File: config.mk
export PLATFORM = sky130hd
export DESIGN_NAME = rss_top
export DESIGN_NICKNAME = d
export VERILOG_FILES = /design/src/rtl/rss_pkg.sv /design/src/rtl/rss_top.sv /design/src/rtl/rss_sync.sv /design/src/rtl/rss_axil.sv
export SDC_FILE = /design/constraint.sdc
export NUM_CORES = 1
export LEC_CHECK = 0
export ABC_CLOCK_PERIOD_IN_PS = 6600
export CAP_MARGIN = 30
export CELL_PAD_IN_SITES_DETAIL_PLACEMENT = 0
export CELL_PAD_IN_SITES_GLOBAL_PLACEMENT = 1
export CORE_ASPECT_RATIO = 0.5
export CORE_MARGIN = 5
export CORE_UTILIZATION = 35
export CTS_CLUSTER_DIAMETER = 40
export DETAILED_ROUTE_END_ITERATION = 12
export DONT_BUFFER_PORTS = 1
export MAX_ROUTING_LAYER = met4
export PLACE_DENSITY = 0.58
export SKIP_LAST_GASP = 1
export SLEW_MARGIN = 30
export SYNTH_ARGS = -nofsm -noshare
export SYNTH_HDL_FRONTEND = slang
export SYNTH_SLANG_ARGS = --single-unit
File: constraint.sdc
create_clock -name ref_clk -period 6.6 [get_ports ref_clk]
set_input_delay 0 -clock ref_clk [delete_from_list [all_inputs] [get_ports ref_clk]]
set_output_delay 0 -clock ref_clk [all_outputs]
set_load 0.01 [all_outputs]
File: src/rtl/rss_pkg.sv
//----------------------------------------------------------------------------
// Purpose: Shared constants for the reset source sequencer
// Assumes: 32-bit AXI4-Lite register access, 40 MHz ref_clk
// Notes:   Offsets are byte addresses of aligned words
//----------------------------------------------------------------------------
package rss_pkg;

   //-------------------------------------------------------------------------
   // Register map
   //-------------------------------------------------------------------------
   localparam int RSS_ADDR_W = 4;
   localparam logic [3:0] RSS_MODE0_OFS = 4'h0;
   localparam logic [3:0] RSS_MODE1_OFS = 4'h4;
   localparam logic [3:0] RSS_PULLUP_OFS = 4'h8;
   localparam logic [3:0] RSS_STATUS_OFS = 4'hC;

   //-------------------------------------------------------------------------
   // Field positions
   //-------------------------------------------------------------------------
   localparam int RSS_MODE_LOW_BIT = 0;
   localparam int RSS_MODE_HIGH_BIT = 1;
   localparam int RSS_SW_REQ_BIT = 3;
   localparam int RSS_WDT_SEL_BIT = 2;
   localparam int RSS_OSC_CONT_BIT = 7;
   localparam int RSS_CAUSE_LSB = 0;
   localparam int RSS_RAM_IND_BIT = 4;
   localparam int RSS_STATE_LSB = 8;

   //-------------------------------------------------------------------------
   // Reset values and loaded values
   //-------------------------------------------------------------------------
   localparam logic [1:0] RSS_MODE_SINGLE = 2'h0;
   localparam logic [7:0] RSS_PUR_SINGLE = 8'h00;
   localparam logic [7:0] RSS_PUR_EXPAND = 8'h02;
   localparam logic [3:0] RSS_CAUSE_HW1 = 4'h1;
   localparam logic [3:0] RSS_CAUSE_SW = 4'h2;
   localparam logic [3:0] RSS_CAUSE_WDT = 4'h4;
   localparam logic [3:0] RSS_CAUSE_OSC = 4'h8;
   localparam logic [3:0] RSS_CAUSE_HW2 = 4'h3;

   //-------------------------------------------------------------------------
   // Timing
   //-------------------------------------------------------------------------
   localparam int RSS_INIT_CYCLES = 28;
   localparam int RSS_CNT_W = 8;
   localparam logic [1:0] RSS_RESP_OKAY = 2'h0;
   localparam logic [1:0] RSS_RESP_SLVERR = 2'h2;

   typedef enum logic [1:0]
   {
      RSS_ST_RUN = 2'b00,
      RSS_ST_HOLD = 2'b01,
      RSS_ST_INIT = 2'b10,
      RSS_ST_VEC = 2'b11
   } rss_state_t;

endpackage

File: src/rtl/rss_top.sv
//----------------------------------------------------------------------------
// Purpose: Reset source sequencer, gathers reset causes and sequences
//          pin, core and register initialisation
// Assumes: hw_reset2_req, watchdog and oscillator inputs are on ref_clk
// Notes:   Pin release is filtered before the core restarts
// Notes on behaviour
// - Five reset sources, each reinitialises defined state
// - Hardware reset from pin or internal detector
// - Pin low forces pins to reset immediately
// - Pin low reinitialises and restarts the oscillator
// - Pin release inits core, then fetches vector
// - Hardware reset leaves internal RAM untouched
// - Pin reset during RAM write marks RAM indeterminate
// - Hardware reset loads pull-up from boot pin
// - Other resets load pull-up from processor mode
// - Software request bit triggers full reset sequence
// - Non-hardware resets keep the processor mode field
// - Watchdog underflow resets when select bit set
//----------------------------------------------------------------------------
//
// Added by the designer: register access over AXI4-Lite and the register offsets.
`timescale 1ns/1ps
`default_nettype none
module rss_top
   import rss_pkg::*;
#(
   parameter int INIT_CYCLES = RSS_INIT_CYCLES,
   parameter int AW = RSS_ADDR_W
)
(
   input wire logic ref_clk, // System clock, 40 MHz
   input wire logic rst, // Power-on reset, async, active high
   input wire logic reset_pin_n, // External reset pin, active low
   input wire logic boot_mode_select_pin, // Boot mode strap pin
   input wire logic hw_reset2_req, // Internal detector reset, level
   input wire logic watchdog_underflow, // Watchdog underflow pulse
   input wire logic osc_stop_detect, // Main oscillator stop pulse
   input wire logic ram_write_active, // Internal RAM write under way
   input wire logic [AW-1:0] s_axi_awaddr, // Write address
   input wire logic s_axi_awvalid, // Write address valid
   output logic s_axi_awready, // Write address ready
   input wire logic [31:0] s_axi_wdata, // Write data
   input wire logic [3:0] s_axi_wstrb, // Write byte strobes
   input wire logic s_axi_wvalid, // Write data valid
   output logic s_axi_wready, // Write data ready
   output logic [1:0] s_axi_bresp, // Write response
   output logic s_axi_bvalid, // Write response valid
   input wire logic s_axi_bready, // Write response ready
   input wire logic [AW-1:0] s_axi_araddr, // Read address
   input wire logic s_axi_arvalid, // Read address valid
   output logic s_axi_arready, // Read address ready
   output logic [31:0] s_axi_rdata, // Read data
   output logic [1:0] s_axi_rresp, // Read response
   output logic s_axi_rvalid, // Read valid
   input wire logic s_axi_rready, // Read ready
   output logic pins_reset_state, // Force all pins to reset state
   output logic osc_reinit, // Oscillator circuit reinitialise
   output logic core_reset, // Core and special registers held
   output logic vector_fetch, // One-cycle reset vector fetch start
   output logic [7:0] pull_up_control_second, // Pull-up register value
   output logic [1:0] processor_mode, // Processor mode field
   output logic ram_indeterminate // RAM contents not trusted
);

   //-------------------------------------------------------------------------
   // Pin synchronisation
   //-------------------------------------------------------------------------
   logic [1:0] pin_sync;
   logic pin_high, boot_high;

   // Reset value models the pin held low until proven released
   rss_sync #(.W(2), .RST_VAL(2'b00)) u_sync
   (
      .ref_clk(ref_clk),
      .rst(rst),
      .async_in({boot_mode_select_pin, reset_pin_n}),
      .sync_out(pin_sync)
   );
   assign pin_high = pin_sync[0];
   assign boot_high = pin_sync[1];

   //-------------------------------------------------------------------------
   // Register bus
   //-------------------------------------------------------------------------
   logic reg_wr, reg_wok, reg_rok;
   logic [AW-1:0] reg_waddr, reg_raddr;
   logic [31:0] reg_wdata, reg_rdata;
   logic [3:0] reg_wstrb;

   rss_axil #(.AW(AW)) u_axil
   (
      .ref_clk(ref_clk),
      .rst(rst),
      .s_axi_awaddr(s_axi_awaddr),
      .s_axi_awvalid(s_axi_awvalid),
      .s_axi_awready(s_axi_awready),
      .s_axi_wdata(s_axi_wdata),
      .s_axi_wstrb(s_axi_wstrb),
      .s_axi_wvalid(s_axi_wvalid),
      .s_axi_wready(s_axi_wready),
      .s_axi_bresp(s_axi_bresp),
      .s_axi_bvalid(s_axi_bvalid),
      .s_axi_bready(s_axi_bready),
      .s_axi_araddr(s_axi_araddr),
      .s_axi_arvalid(s_axi_arvalid),
      .s_axi_arready(s_axi_arready),
      .s_axi_rdata(s_axi_rdata),
      .s_axi_rresp(s_axi_rresp),
      .s_axi_rvalid(s_axi_rvalid),
      .s_axi_rready(s_axi_rready),
      .reg_wr(reg_wr),
      .reg_waddr(reg_waddr),
      .reg_wdata(reg_wdata),
      .reg_wstrb(reg_wstrb),
      .reg_wok(reg_wok),
      .reg_raddr(reg_raddr),
      .reg_rdata(reg_rdata),
      .reg_rok(reg_rok)
   );

   //-------------------------------------------------------------------------
   // State
   //-------------------------------------------------------------------------
   rss_state_t state_r, state_nxt;
   logic [RSS_CNT_W-1:0] cnt_r, cnt_nxt;
   logic [1:0] mode_r, mode_nxt;
   logic wdt_sel_r, wdt_sel_nxt;
   logic osc_cont_r, osc_cont_nxt;
   logic [7:0] pur_r, pur_nxt;
   logic [3:0] cause_r, cause_nxt;
   logic ram_ind_r, ram_ind_nxt;

   logic hw_hold, wr_b0, wr_mode0, wr_mode1, wr_status;
   logic sw_evt, wdt_evt, osc_evt, soft_evt, hw_entry, core_busy;

   assign wr_b0 = reg_wr & reg_wstrb[0] & ~core_busy;
   assign wr_mode0 = wr_b0 && reg_waddr == RSS_MODE0_OFS;
   assign wr_mode1 = wr_b0 && reg_waddr == RSS_MODE1_OFS;
   assign wr_status = wr_b0 && reg_waddr == RSS_STATUS_OFS;

   assign hw_hold = ~pin_high | hw_reset2_req;
   assign sw_evt = wr_mode0 & reg_wdata[RSS_SW_REQ_BIT];
   assign wdt_evt = watchdog_underflow & wdt_sel_r;
   // Continue bit clear means a stop detection resets the device
   assign osc_evt = osc_stop_detect & ~osc_cont_r;
   assign soft_evt = sw_evt | wdt_evt | osc_evt;
   assign hw_entry = hw_hold && state_r != RSS_ST_HOLD;
   assign core_busy = state_r == RSS_ST_HOLD || state_r == RSS_ST_INIT;

   //-------------------------------------------------------------------------
   // Sequencer
   //-------------------------------------------------------------------------
   always_comb
   begin
      state_nxt = state_r;
      cnt_nxt = cnt_r;
      if (hw_hold)
      begin
         state_nxt = RSS_ST_HOLD;
         cnt_nxt = '0;
      end
      else
      begin
         unique case (state_r)
            RSS_ST_RUN:
            begin
               if (soft_evt)
               begin
                  state_nxt = RSS_ST_INIT;
                  cnt_nxt = '0;
               end
            end
            RSS_ST_HOLD:
               state_nxt = RSS_ST_INIT;
            RSS_ST_INIT:
            begin
               if (cnt_r == RSS_CNT_W'(INIT_CYCLES - 1))
                  state_nxt = RSS_ST_VEC;
               else
                  cnt_nxt = cnt_r + 1'b1;
            end
            RSS_ST_VEC:
               state_nxt = RSS_ST_RUN;
         endcase
      end
   end

   //-------------------------------------------------------------------------
   // Mode, pull-up and cause registers
   //-------------------------------------------------------------------------
   always_comb
   begin
      mode_nxt = mode_r;
      wdt_sel_nxt = wdt_sel_r;
      osc_cont_nxt = osc_cont_r;
      pur_nxt = pur_r;
      cause_nxt = cause_r;
      if (wr_mode0)
         mode_nxt = reg_wdata[RSS_MODE_HIGH_BIT:RSS_MODE_LOW_BIT];
      if (wr_mode1)
      begin
         wdt_sel_nxt = reg_wdata[RSS_WDT_SEL_BIT];
         osc_cont_nxt = reg_wdata[RSS_OSC_CONT_BIT];
      end
      if (hw_hold)
      begin
         // Strap is sampled on every cycle of the hold, last one wins
         mode_nxt = RSS_MODE_SINGLE;
         wdt_sel_nxt = 1'b0;
         osc_cont_nxt = 1'b0;
         pur_nxt = boot_high ? RSS_PUR_EXPAND : RSS_PUR_SINGLE;
         if (hw_entry)
            cause_nxt = pin_high ? RSS_CAUSE_HW2 : RSS_CAUSE_HW1;
      end
      else if (state_r == RSS_ST_RUN && soft_evt)
      begin
         // Processor mode is deliberately left as it was
         mode_nxt = mode_r;
         wdt_sel_nxt = 1'b0;
         osc_cont_nxt = 1'b0;
         pur_nxt = (mode_r == RSS_MODE_SINGLE) ? RSS_PUR_SINGLE
                                               : RSS_PUR_EXPAND;
         if (sw_evt)
            cause_nxt = RSS_CAUSE_SW;
         else if (wdt_evt)
            cause_nxt = RSS_CAUSE_WDT;
         else
            cause_nxt = RSS_CAUSE_OSC;
      end
   end

   //-------------------------------------------------------------------------
   // RAM integrity flag
   //-------------------------------------------------------------------------
   // No RAM clear path exists here; only this flag reports damage
   always_comb
   begin
      ram_ind_nxt = ram_ind_r;
      if (wr_status && reg_wdata[RSS_RAM_IND_BIT])
         ram_ind_nxt = 1'b0;
      if (hw_entry && ~pin_high && ram_write_active)
         ram_ind_nxt = 1'b1;
   end

   //-------------------------------------------------------------------------
   // Registers
   //-------------------------------------------------------------------------
   always_ff @(posedge ref_clk or posedge rst)
   begin
      if (rst)
      begin
         state_r <= RSS_ST_HOLD;
         cnt_r <= '0;
         mode_r <= RSS_MODE_SINGLE;
         wdt_sel_r <= 1'b0;
         osc_cont_r <= 1'b0;
         pur_r <= RSS_PUR_SINGLE;
         cause_r <= RSS_CAUSE_HW1;
         ram_ind_r <= 1'b0;
      end
      else
      begin
         state_r <= state_nxt;
         cnt_r <= cnt_nxt;
         mode_r <= mode_nxt;
         wdt_sel_r <= wdt_sel_nxt;
         osc_cont_r <= osc_cont_nxt;
         pur_r <= pur_nxt;
         cause_r <= cause_nxt;
         ram_ind_r <= ram_ind_nxt;
      end
   end

   //-------------------------------------------------------------------------
   // Read decode
   //-------------------------------------------------------------------------
   always_comb
   begin
      reg_rdata = 32'h0;
      reg_rok = 1'b1;
      unique case (reg_raddr)
         RSS_MODE0_OFS:
            reg_rdata[RSS_MODE_HIGH_BIT:RSS_MODE_LOW_BIT] = mode_r;
         RSS_MODE1_OFS:
         begin
            reg_rdata[RSS_WDT_SEL_BIT] = wdt_sel_r;
            reg_rdata[RSS_OSC_CONT_BIT] = osc_cont_r;
         end
         RSS_PULLUP_OFS:
            reg_rdata[7:0] = pur_r;
         RSS_STATUS_OFS:
         begin
            reg_rdata[RSS_CAUSE_LSB+3:RSS_CAUSE_LSB] = cause_r;
            reg_rdata[RSS_RAM_IND_BIT] = ram_ind_r;
            reg_rdata[RSS_STATE_LSB+1:RSS_STATE_LSB] = state_r;
         end
         default:
            reg_rok = 1'b0;
      endcase
   end

   always_comb
   begin
      unique case (reg_waddr)
         RSS_MODE0_OFS, RSS_MODE1_OFS, RSS_PULLUP_OFS, RSS_STATUS_OFS:
            reg_wok = 1'b1;
         default:
            reg_wok = 1'b0;
      endcase
   end

   //-------------------------------------------------------------------------
   // Outputs
   //-------------------------------------------------------------------------
   // Raw pin acts at once; the synchronised copy starts and ends the hold
   assign pins_reset_state = ~reset_pin_n | hw_reset2_req
                             | (state_r != RSS_ST_RUN);
   assign osc_reinit = ~reset_pin_n | (state_r == RSS_ST_HOLD);
   assign core_reset = core_busy;
   assign vector_fetch = state_r == RSS_ST_VEC;
   assign pull_up_control_second = pur_r;
   assign processor_mode = mode_r;
   assign ram_indeterminate = ram_ind_r;

endmodule
`default_nettype wire

File: src/rtl/rss_sync.sv
//----------------------------------------------------------------------------
// Purpose: Three-stage synchroniser with agreement filter
// Assumes: Inputs are asynchronous to ref_clk
// Notes:   Output follows once stages two and three agree
//----------------------------------------------------------------------------
`timescale 1ns/1ps
`default_nettype none
module rss_sync
#(
   parameter int W = 2,
   parameter logic [W-1:0] RST_VAL = '0
)
(
   input wire logic ref_clk, // System clock
   input wire logic rst, // Async reset, active high
   input wire logic [W-1:0] async_in, // Raw pin levels
   output logic [W-1:0] sync_out // Filtered levels
);
   logic [W-1:0] s1_r, s2_r, s3_r, out_r;
   logic [W-1:0] out_nxt;

   always_comb
   begin
      out_nxt = out_r;
      for (int i = 0; i < W; i++)
      begin
         if (s2_r[i] == s3_r[i])
            out_nxt[i] = s3_r[i];
      end
   end

   always_ff @(posedge ref_clk or posedge rst)
   begin
      if (rst)
      begin
         s1_r <= RST_VAL;
         s2_r <= RST_VAL;
         s3_r <= RST_VAL;
         out_r <= RST_VAL;
      end
      else
      begin
         s1_r <= async_in;
         s2_r <= s1_r;
         s3_r <= s2_r;
         out_r <= out_nxt;
      end
   end

   assign sync_out = out_r;
endmodule
`default_nettype wire

File: src/rtl/rss_axil.sv
//----------------------------------------------------------------------------
// Purpose: AXI4-Lite slave front end for the sequencer registers
// Assumes: One write and one read outstanding at most
// Notes:   Address and data are taken in either order
//----------------------------------------------------------------------------
`timescale 1ns/1ps
`default_nettype none
module rss_axil
   import rss_pkg::*;
#(
   parameter int AW = RSS_ADDR_W
)
(
   input wire logic ref_clk, // System clock
   input wire logic rst, // Async reset, active high
   input wire logic [AW-1:0] s_axi_awaddr, // Write address
   input wire logic s_axi_awvalid, // Write address valid
   output logic s_axi_awready, // Write address ready
   input wire logic [31:0] s_axi_wdata, // Write data
   input wire logic [3:0] s_axi_wstrb, // Write byte strobes
   input wire logic s_axi_wvalid, // Write data valid
   output logic s_axi_wready, // Write data ready
   output logic [1:0] s_axi_bresp, // Write response
   output logic s_axi_bvalid, // Write response valid
   input wire logic s_axi_bready, // Write response ready
   input wire logic [AW-1:0] s_axi_araddr, // Read address
   input wire logic s_axi_arvalid, // Read address valid
   output logic s_axi_arready, // Read address ready
   output logic [31:0] s_axi_rdata, // Read data
   output logic [1:0] s_axi_rresp, // Read response
   output logic s_axi_rvalid, // Read valid
   input wire logic s_axi_rready, // Read ready
   output logic reg_wr, // Register write pulse
   output logic [AW-1:0] reg_waddr, // Register write address
   output logic [31:0] reg_wdata, // Register write data
   output logic [3:0] reg_wstrb, // Register write strobes
   input wire logic reg_wok, // Write address is mapped
   output logic [AW-1:0] reg_raddr, // Register read address
   input wire logic [31:0] reg_rdata, // Register read data
   input wire logic reg_rok // Read address is mapped
);
   logic aw_have_r, w_have_r, bvalid_r, rvalid_r;
   logic aw_have_nxt, w_have_nxt, bvalid_nxt, rvalid_nxt;
   logic [AW-1:0] awaddr_r, awaddr_nxt;
   logic [31:0] wdata_r, wdata_nxt, rdata_r, rdata_nxt;
   logic [3:0] wstrb_r, wstrb_nxt;
   logic [1:0] bresp_r, bresp_nxt, rresp_r, rresp_nxt;

   assign s_axi_awready = ~aw_have_r & ~bvalid_r;
   assign s_axi_wready = ~w_have_r & ~bvalid_r;
   assign s_axi_arready = ~rvalid_r;
   assign reg_wr = aw_have_r & w_have_r & ~bvalid_r;
   assign reg_waddr = awaddr_r;
   assign reg_wdata = wdata_r;
   assign reg_wstrb = wstrb_r;
   assign reg_raddr = s_axi_araddr;

   always_comb
   begin
      aw_have_nxt = aw_have_r;
      w_have_nxt = w_have_r;
      awaddr_nxt = awaddr_r;
      wdata_nxt = wdata_r;
      wstrb_nxt = wstrb_r;
      bvalid_nxt = bvalid_r;
      bresp_nxt = bresp_r;
      if (s_axi_awvalid && s_axi_awready)
      begin
         aw_have_nxt = 1'b1;
         awaddr_nxt = s_axi_awaddr;
      end
      if (s_axi_wvalid && s_axi_wready)
      begin
         w_have_nxt = 1'b1;
         wdata_nxt = s_axi_wdata;
         wstrb_nxt = s_axi_wstrb;
      end
      if (reg_wr)
      begin
         aw_have_nxt = 1'b0;
         w_have_nxt = 1'b0;
         bvalid_nxt = 1'b1;
         bresp_nxt = reg_wok ? RSS_RESP_OKAY : RSS_RESP_SLVERR;
      end
      else if (bvalid_r && s_axi_bready)
         bvalid_nxt = 1'b0;
      rvalid_nxt = rvalid_r;
      rdata_nxt = rdata_r;
      rresp_nxt = rresp_r;
      if (s_axi_arvalid && s_axi_arready)
      begin
         rvalid_nxt = 1'b1;
         rdata_nxt = reg_rok ? reg_rdata : 32'h0;
         rresp_nxt = reg_rok ? RSS_RESP_OKAY : RSS_RESP_SLVERR;
      end
      else if (rvalid_r && s_axi_rready)
         rvalid_nxt = 1'b0;
   end

   always_ff @(posedge ref_clk or posedge rst)
   begin
      if (rst)
      begin
         aw_have_r <= 1'b0;
         w_have_r <= 1'b0;
         awaddr_r <= '0;
         wdata_r <= 32'h0;
         wstrb_r <= 4'h0;
         bvalid_r <= 1'b0;
         bresp_r <= RSS_RESP_OKAY;
         rvalid_r <= 1'b0;
         rdata_r <= 32'h0;
         rresp_r <= RSS_RESP_OKAY;
      end
      else
      begin
         aw_have_r <= aw_have_nxt;
         w_have_r <= w_have_nxt;
         awaddr_r <= awaddr_nxt;
         wdata_r <= wdata_nxt;
         wstrb_r <= wstrb_nxt;
         bvalid_r <= bvalid_nxt;
         bresp_r <= bresp_nxt;
         rvalid_r <= rvalid_nxt;
         rdata_r <= rdata_nxt;
         rresp_r <= rresp_nxt;
      end
   end

   assign s_axi_bvalid = bvalid_r;
   assign s_axi_bresp = bresp_r;
   assign s_axi_rvalid = rvalid_r;
   assign s_axi_rdata = rdata_r;
   assign s_axi_rresp = rresp_r;
endmodule
`default_nettype wire

After elaboration in Yosys (flattened, before gate mapping)
Index checks and enable logic that the tools add are counted.
W data, S select, Z words.

cells by class
  add/sub/neg operators = 1
  equal/unequal tests = 18
  muxes and demuxes = 48
  bitwise operators = 23
  reductions and logical operators = 34

operators with widths
  cell                   number
  $mux W8                5
  $mux W2                13
  $mux W4                5
  $mux W1                18
  $eq A4 B4 Y1 const B   4
  $pmux W8 S2            1
  $reduce_bool A2 Y1     8
  $logic_and A1 B1 Y1    13
  $mux W10               1
  $and A1 B1 Y1          9
  $add A8 B1 Y8 const B  1
  $eq A4 B3 Y1 const B   2
  $eq A8 B5 Y1 const B   1
  $logic_not A4 Y1       2
  $not A1 Y1             8
  $pmux W2 S4            1
  $reduce_or A4 Y1       2
  $ne A3 B3 Y1 const B   2
  $or A1 B1 Y1           6
  $pmux W2 S3            1
  $reduce_and A2 Y1      3
  $reduce_bool A3 Y1     2
  $eq A2 B2 Y1 const B   2
  $logic_not A2 Y1       2
  other kinds (10)       12

word-level totals
  flip-flop bits (word level) = 88
  bits of input ports = 57
  output and inout port bits = 56
  word-level logic and storage cells = 147

Logic depth before layout (Yosys ltp)
  depth in word-level cells = 11
  gate-level depth with buffers = 8
  depth with buffers taken out = 7

By module
From an unflattened synthesis, not the netlist that was laid out.

unflattened totals
  cells, all modules = 443
  area, all modules = 4,971.0 µm²

modules (own cells, without submodules)
  module    instances  cells each  area an instance (µm²)  seq. area each (µm²)
  rss_axil  1          253         3,238.1                 1,951.9
  rss_top   1          179         1,506.4                 503.0
  rss_sync  1          11          226.5                   200.2

Least setup slack after synthesis
No wires, ideal clock.

  kind = register to register
  start = register state_r[0]
  end = register cnt_r[4]
  library setup time = 69 ps
  data arrival time = 2,245 ps
  required time = 6,531 ps
  setup slack = 4,287 ps
  cell stages (with the launch flop) = 9
  path buffers = 1
  clock period less this slack = 2,313 ps
  cells stage by stage = dfstp_2 > inv_1 > ha_1 > nor4b_4 > and4b_1 > buf_6 > nor2_4 > or4_1 > nand3_1

between the ends
  longest elaborated chain between the ends = 10
  elaborated cells between the ends (all ways) = 16
  those cells by class = 4 x eq/ne; 2 x mux; 5 x bitwise; 5 x reduce/logical

RTL lines
  what                                                 line            source
  from (decl)                                          rss_top.sv:124  rss_state_t state_r, state_nxt;
  from (signal assigned)                               rss_top.sv:263  state_r <= state_nxt;
  $eq A2 B1 Y1 / $eq A2 B2 Y1 (equally long branches)  rss_top.sv:148  assign core_busy = state_r == RSS_ST_HOLD || state_r == RSS_ST_INIT;
  $logic_or A1 B1 Y1 (*)                               rss_top.sv:148
  named net core_reset                                 rss_top.sv:58   output logic core_reset,
  $not A1 Y1 (*)                                       rss_top.sv:136  assign wr_b0 = reg_wr & reg_wstrb[0] & ~core_busy;
  $and A1 B1 Y1 (*)                                    rss_top.sv:136
  $logic_and A1 B1 Y1 (*)                              rss_top.sv:137  assign wr_mode0 = wr_b0 && reg_waddr == RSS_MODE0_OFS;
  $and A1 B1 Y1 (*)                                    rss_top.sv:142  assign sw_evt = wr_mode0 & reg_wdata[RSS_SW_REQ_BIT];
  $or A1 B1 Y1 (*) (2 in a row)                        rss_top.sv:146  assign soft_evt = sw_evt | wdt_evt | osc_evt;
  $ne A3 B3 Y1 (no line) (*)                           -
  $reduce_and A3 Y1 (no line) (*)                      -
  to (signal assigned)                                 rss_top.sv:264  cnt_r <= cnt_nxt;
  to (decl)                                            rss_top.sv:125  logic [RSS_CNT_W-1:0] cnt_r, cnt_nxt;

Mark *: on every way through the listed nets, which the timed path passes. The rest lies on a longest branch.
A chain may end at the register's enable or synchronous reset.

Worst setup path in the final report
  start = register state_r[0]
  end = register cnt_r[2]

The elaborated chain is that of the path after synthesis.

==> impl_metrics.py <==
metrics = {
    "run_status": {
        "status": "complete, no violations",
    },
    "synthesis": {
        "yosysSeqAreaShare_pct": 49.08,
        "synth_cell_types": 49,
        "yosysTopAreaCell": "dfrtp_1",
        "synth.top_cells.by_area": "dfrtp_1 47%, buf_4 9.4%, mux2_2 4.6%, nor2_1 2.9%, nand2_1 2.6%",
        "avgSynthCellArea_sq_um": 10.41,
        "synth_edf_count": 0,
        "netlist_instances": 260,
        "ys.flop_type": "dfrtp_1",
        "synth-seq-cells": 53,
        "synth_area_sq_um": 2708,
        "async_flop_share_pct": 100.0,
        "synth_top_area_share_pct": 47.13,
        "yosys_warnings": 0,
    },
    "worst_hold_path": {
        "hold-path-endpoint": "u_axil.s_axi_rdata[0]",
        "hold_path_class": "input pin to register",
        "min_path_cells": 3,
        "worstHoldStart": "s_axi_araddr[1]",
    },
    "worst_setup_path": {
        "cp-start-kind": "register",
        "cp.required_ps": 6800,
        "critPathMaxFanout": 7,
        "crit_chain": "inv_1 -> ha_1 -> nor4b_4 -> and4b_1 -> o21ai_2 -> or3b_1 -> a21oi_1",
        "crit_start": "state_r[0]",
        "r2r-start": "state_r[0]",
        "slowest_stage": "dfstp_2",
        "max_stage_delay_ps": 570,
        "crit_arrival_ps": 2900,
        "end_kind": "register",
        "reg2reg_depth": 7,
        "r2r-end": "cnt_r[2]",
        "critPathKind": "register to register",
        "rrSetupSlack_ps": 3900,
    },
    "floorplan": {
        "start_util_pct": 36.43,
        "num_rows": 22,
        "fp.dieArea_sq_um": 9702,
        "boundaryPins": 113,
        "coreArea_sq_um": 7432,
        "die_h_microns": 72.20,
        "die_w_microns": 134.4,
    },
    "clock_tree": {
        "clk_latency_ps": 290,
        "cts-root-buf": "clkbuf_16",
        "cts_tree": "built",
        "cts_sinks": 53,
        "cts_buffers": 5,
        "clk_path_buf_depth": 2,
        "cts_resized": 0,
        "h-tree-depth": 2,
        "cts_setup_buffers": 0,
        "clkTransAtPathRegs_ps": 70,
    },
    "power_and_ir_drop": {
        "finalPower_mw": 0.8785,
        "vdd_drop_max_mv": 0.2201,
        "seq_power_share_pct": 50.5,
        "switching_share_pct": 29.19,
        "comb_power_share_pct": 19.6,
        "clockPowerShare_pct": 29.9,
        "p_leak_nw": 1.366,
        "p_per_area_nw_per_um2": 283.8,
        "internal_power_mw": 0.6220,
        "switchingPower_mw": 0.2564,
    },
    "placed_design": {
        "hpwlAfterDp_microns": 4379,
        "placedInstanceArea_sq_um": 2659,
        "gp_congestion": 0.8132,
        "port_buffers": 0,
    },
    "global_route": {
        "antenna_found_initial": 0,
        "gr-usage-all-layers_pct": 13.02,
        "grt_pass1_wl_microns": 9625,
        "grt_pass1_vias": 1825,
        "overflow": 0,
        "grt_max_degree": 54,
    },
    "timing": {
        "maxSlewViolCount": 0,
        "fin_hold_ws_ps": 22.96,
        "clock.fmax_mhz": 370.1,
        "fin_tns_setup_ps": 0,
        "timing.final.crit_period_ps": 2702,
        "fin_skew_ps": 5.258,
        "worstMarginPinSlew_ps": 691.7,
        "min_period_over_period_pct": 40.94,
        "hold_viol_final": 0,
        "rsz0062_at_grt": "no",
        "setup_violations": 0,
        "max_slew_margin_pct": 53.79,
    },
    "routing": {
        "ant_nets": 0,
        "viasPerCell": 4.899,
        "routed_wl_microns": 5900,
        "wire_per_inst_microns": 15.32,
        "drtIter0Drc": 73,
        "route.detailed.drc": 0,
        "vias": 1886,
        "drtPass1Iterations": 4,
    },
    "cells_and_area": {
        "final_core_util_pct": 41.65,
        "fin_area_sq_um": 3095,
        "insertedDiodeCount": 0,
        "regArea_sq_um": 1329,
        "area_delta_synth_final_pct": 14.33,
        "fin_nets": 350,
        "fillerInstances": 710,
        "final_common_cell": "dfrtp_1",
        "layout_common_cells": "51 x dfrtp_1, 33 x conb_1, 29 x dlygate4sd3_1",
        "drive_gt1_share_pct": 9.343,
        "multi_input_area_sq_um": 1174,
    },
    "run": {
        "maxCapViolCount": 0,
    },
}
## routing by layer
layer,GRT usage (%),up-vias,wire length [microns]
met2,18.91,69,2568
met4,4.740,0,105
met1,18.04,907,2896
li1,-,901,-
met3,2.770,9,330
met5,-,-,0
## state kept, by name, summed over array words and instances (netlist names), 2 cells and up
register            flops
cnt_r                   8
u_axil.s_axi_rdata      8
u_axil.reg_wdata        6
cause_r                 4
u_axil.reg_waddr        4
processor_mode          2
state_r                 2
u_sync.s1_r             2
u_sync.s2_r             2
u_sync.s3_r             2
u_sync.sync_out         2
## how the worst max path moves through the flow
stage / endpoint / slack, ps / cells after the start
floorplan: cnt_r[4] / 4290 / 8
global placement: cnt_r[2] / 3950 / 7
detailed placement: cnt_r[2] / 3880 / 7
CTS: cnt_r[2] / 3860 / 7
global route: pull_up_control_second[1] / 3690 / 7
finish: cnt_r[2] / 3900 / 7
## cells by family after synthesis
logic type / synth area share (%)
buffers and inverters: 12.11
other: 0.1385
AO/OA/AOI/OAI: 11.51
flip-flops: 49.08
multiplexers: 6.793
adder cells (fa/ha/maj): 3.050
AND/OR/NAND/NOR: 17.33
## cells in the mapped netlist, types with 2 or more instances
library cell  instances
o211ai_1              2
o31ai_1               2
buf_6                 2
nand4_1               2
dfstp_2               2
a22o_1                5
ha_1                  5
dfrtp_1              51
a21oi_1               9
nand2_1              19
clkbuf_1              3
a32o_1                2
o21a_1                4
o21ai_0              14
nor2b_1               6
maj3_1                2
buf_4                34
mux2_2               11
nor2_1               21
nand3_1              14
mux2i_1               6
nand2b_1              2
and3_1                3
inv_1                 9
or3_1                 2
nor3_1                5
## layout make-up
type                    instances  area share, %
clock buffers                   8          4.729
multi-input cells             190          37.91
well taps                      96          3.880
repair buffers                 29          9.378
flip-flops and latches         53          42.93
inverters                       9          1.172
## metrics by stage
step | instances | setup slack [ps]
CTS | 385 | 3858
global placement | 348 | 3950
detailed placement | 348 | 3880
global route | 385 | 3694
floorplan | 292 | 4287
finish | 385 | 3898
## what timing repair did
item                                    4_1_cts  5_1_grt
endpoints found under the setup margin        0        0
endpoints found under the hold margin        76        0
hold buffers                                 29        0
## critical path, delay by kind of cell, from the launching register on
kind                     cells  cell delay [ps]
AO/OA/AOI/OAI                2              340
adder cells (fa/ha/maj)      1              400
buffers and inverters        1               80
flip-flops                   1              570
AND/OR/NAND/NOR              3             1210
## power groups by stage
stage,sequential (mW),combinational (mW),clock [mW]
after floorplan,0.433,0.153,0
after global placement,0.447,0.157,0
after detailed placement,0.450,0.162,0
after CTS,0.444,0.176,0.271
after global routing,0.451,0.193,0.288
final,0.444,0.173,0.262
Power figures use the tool's default switching activity.
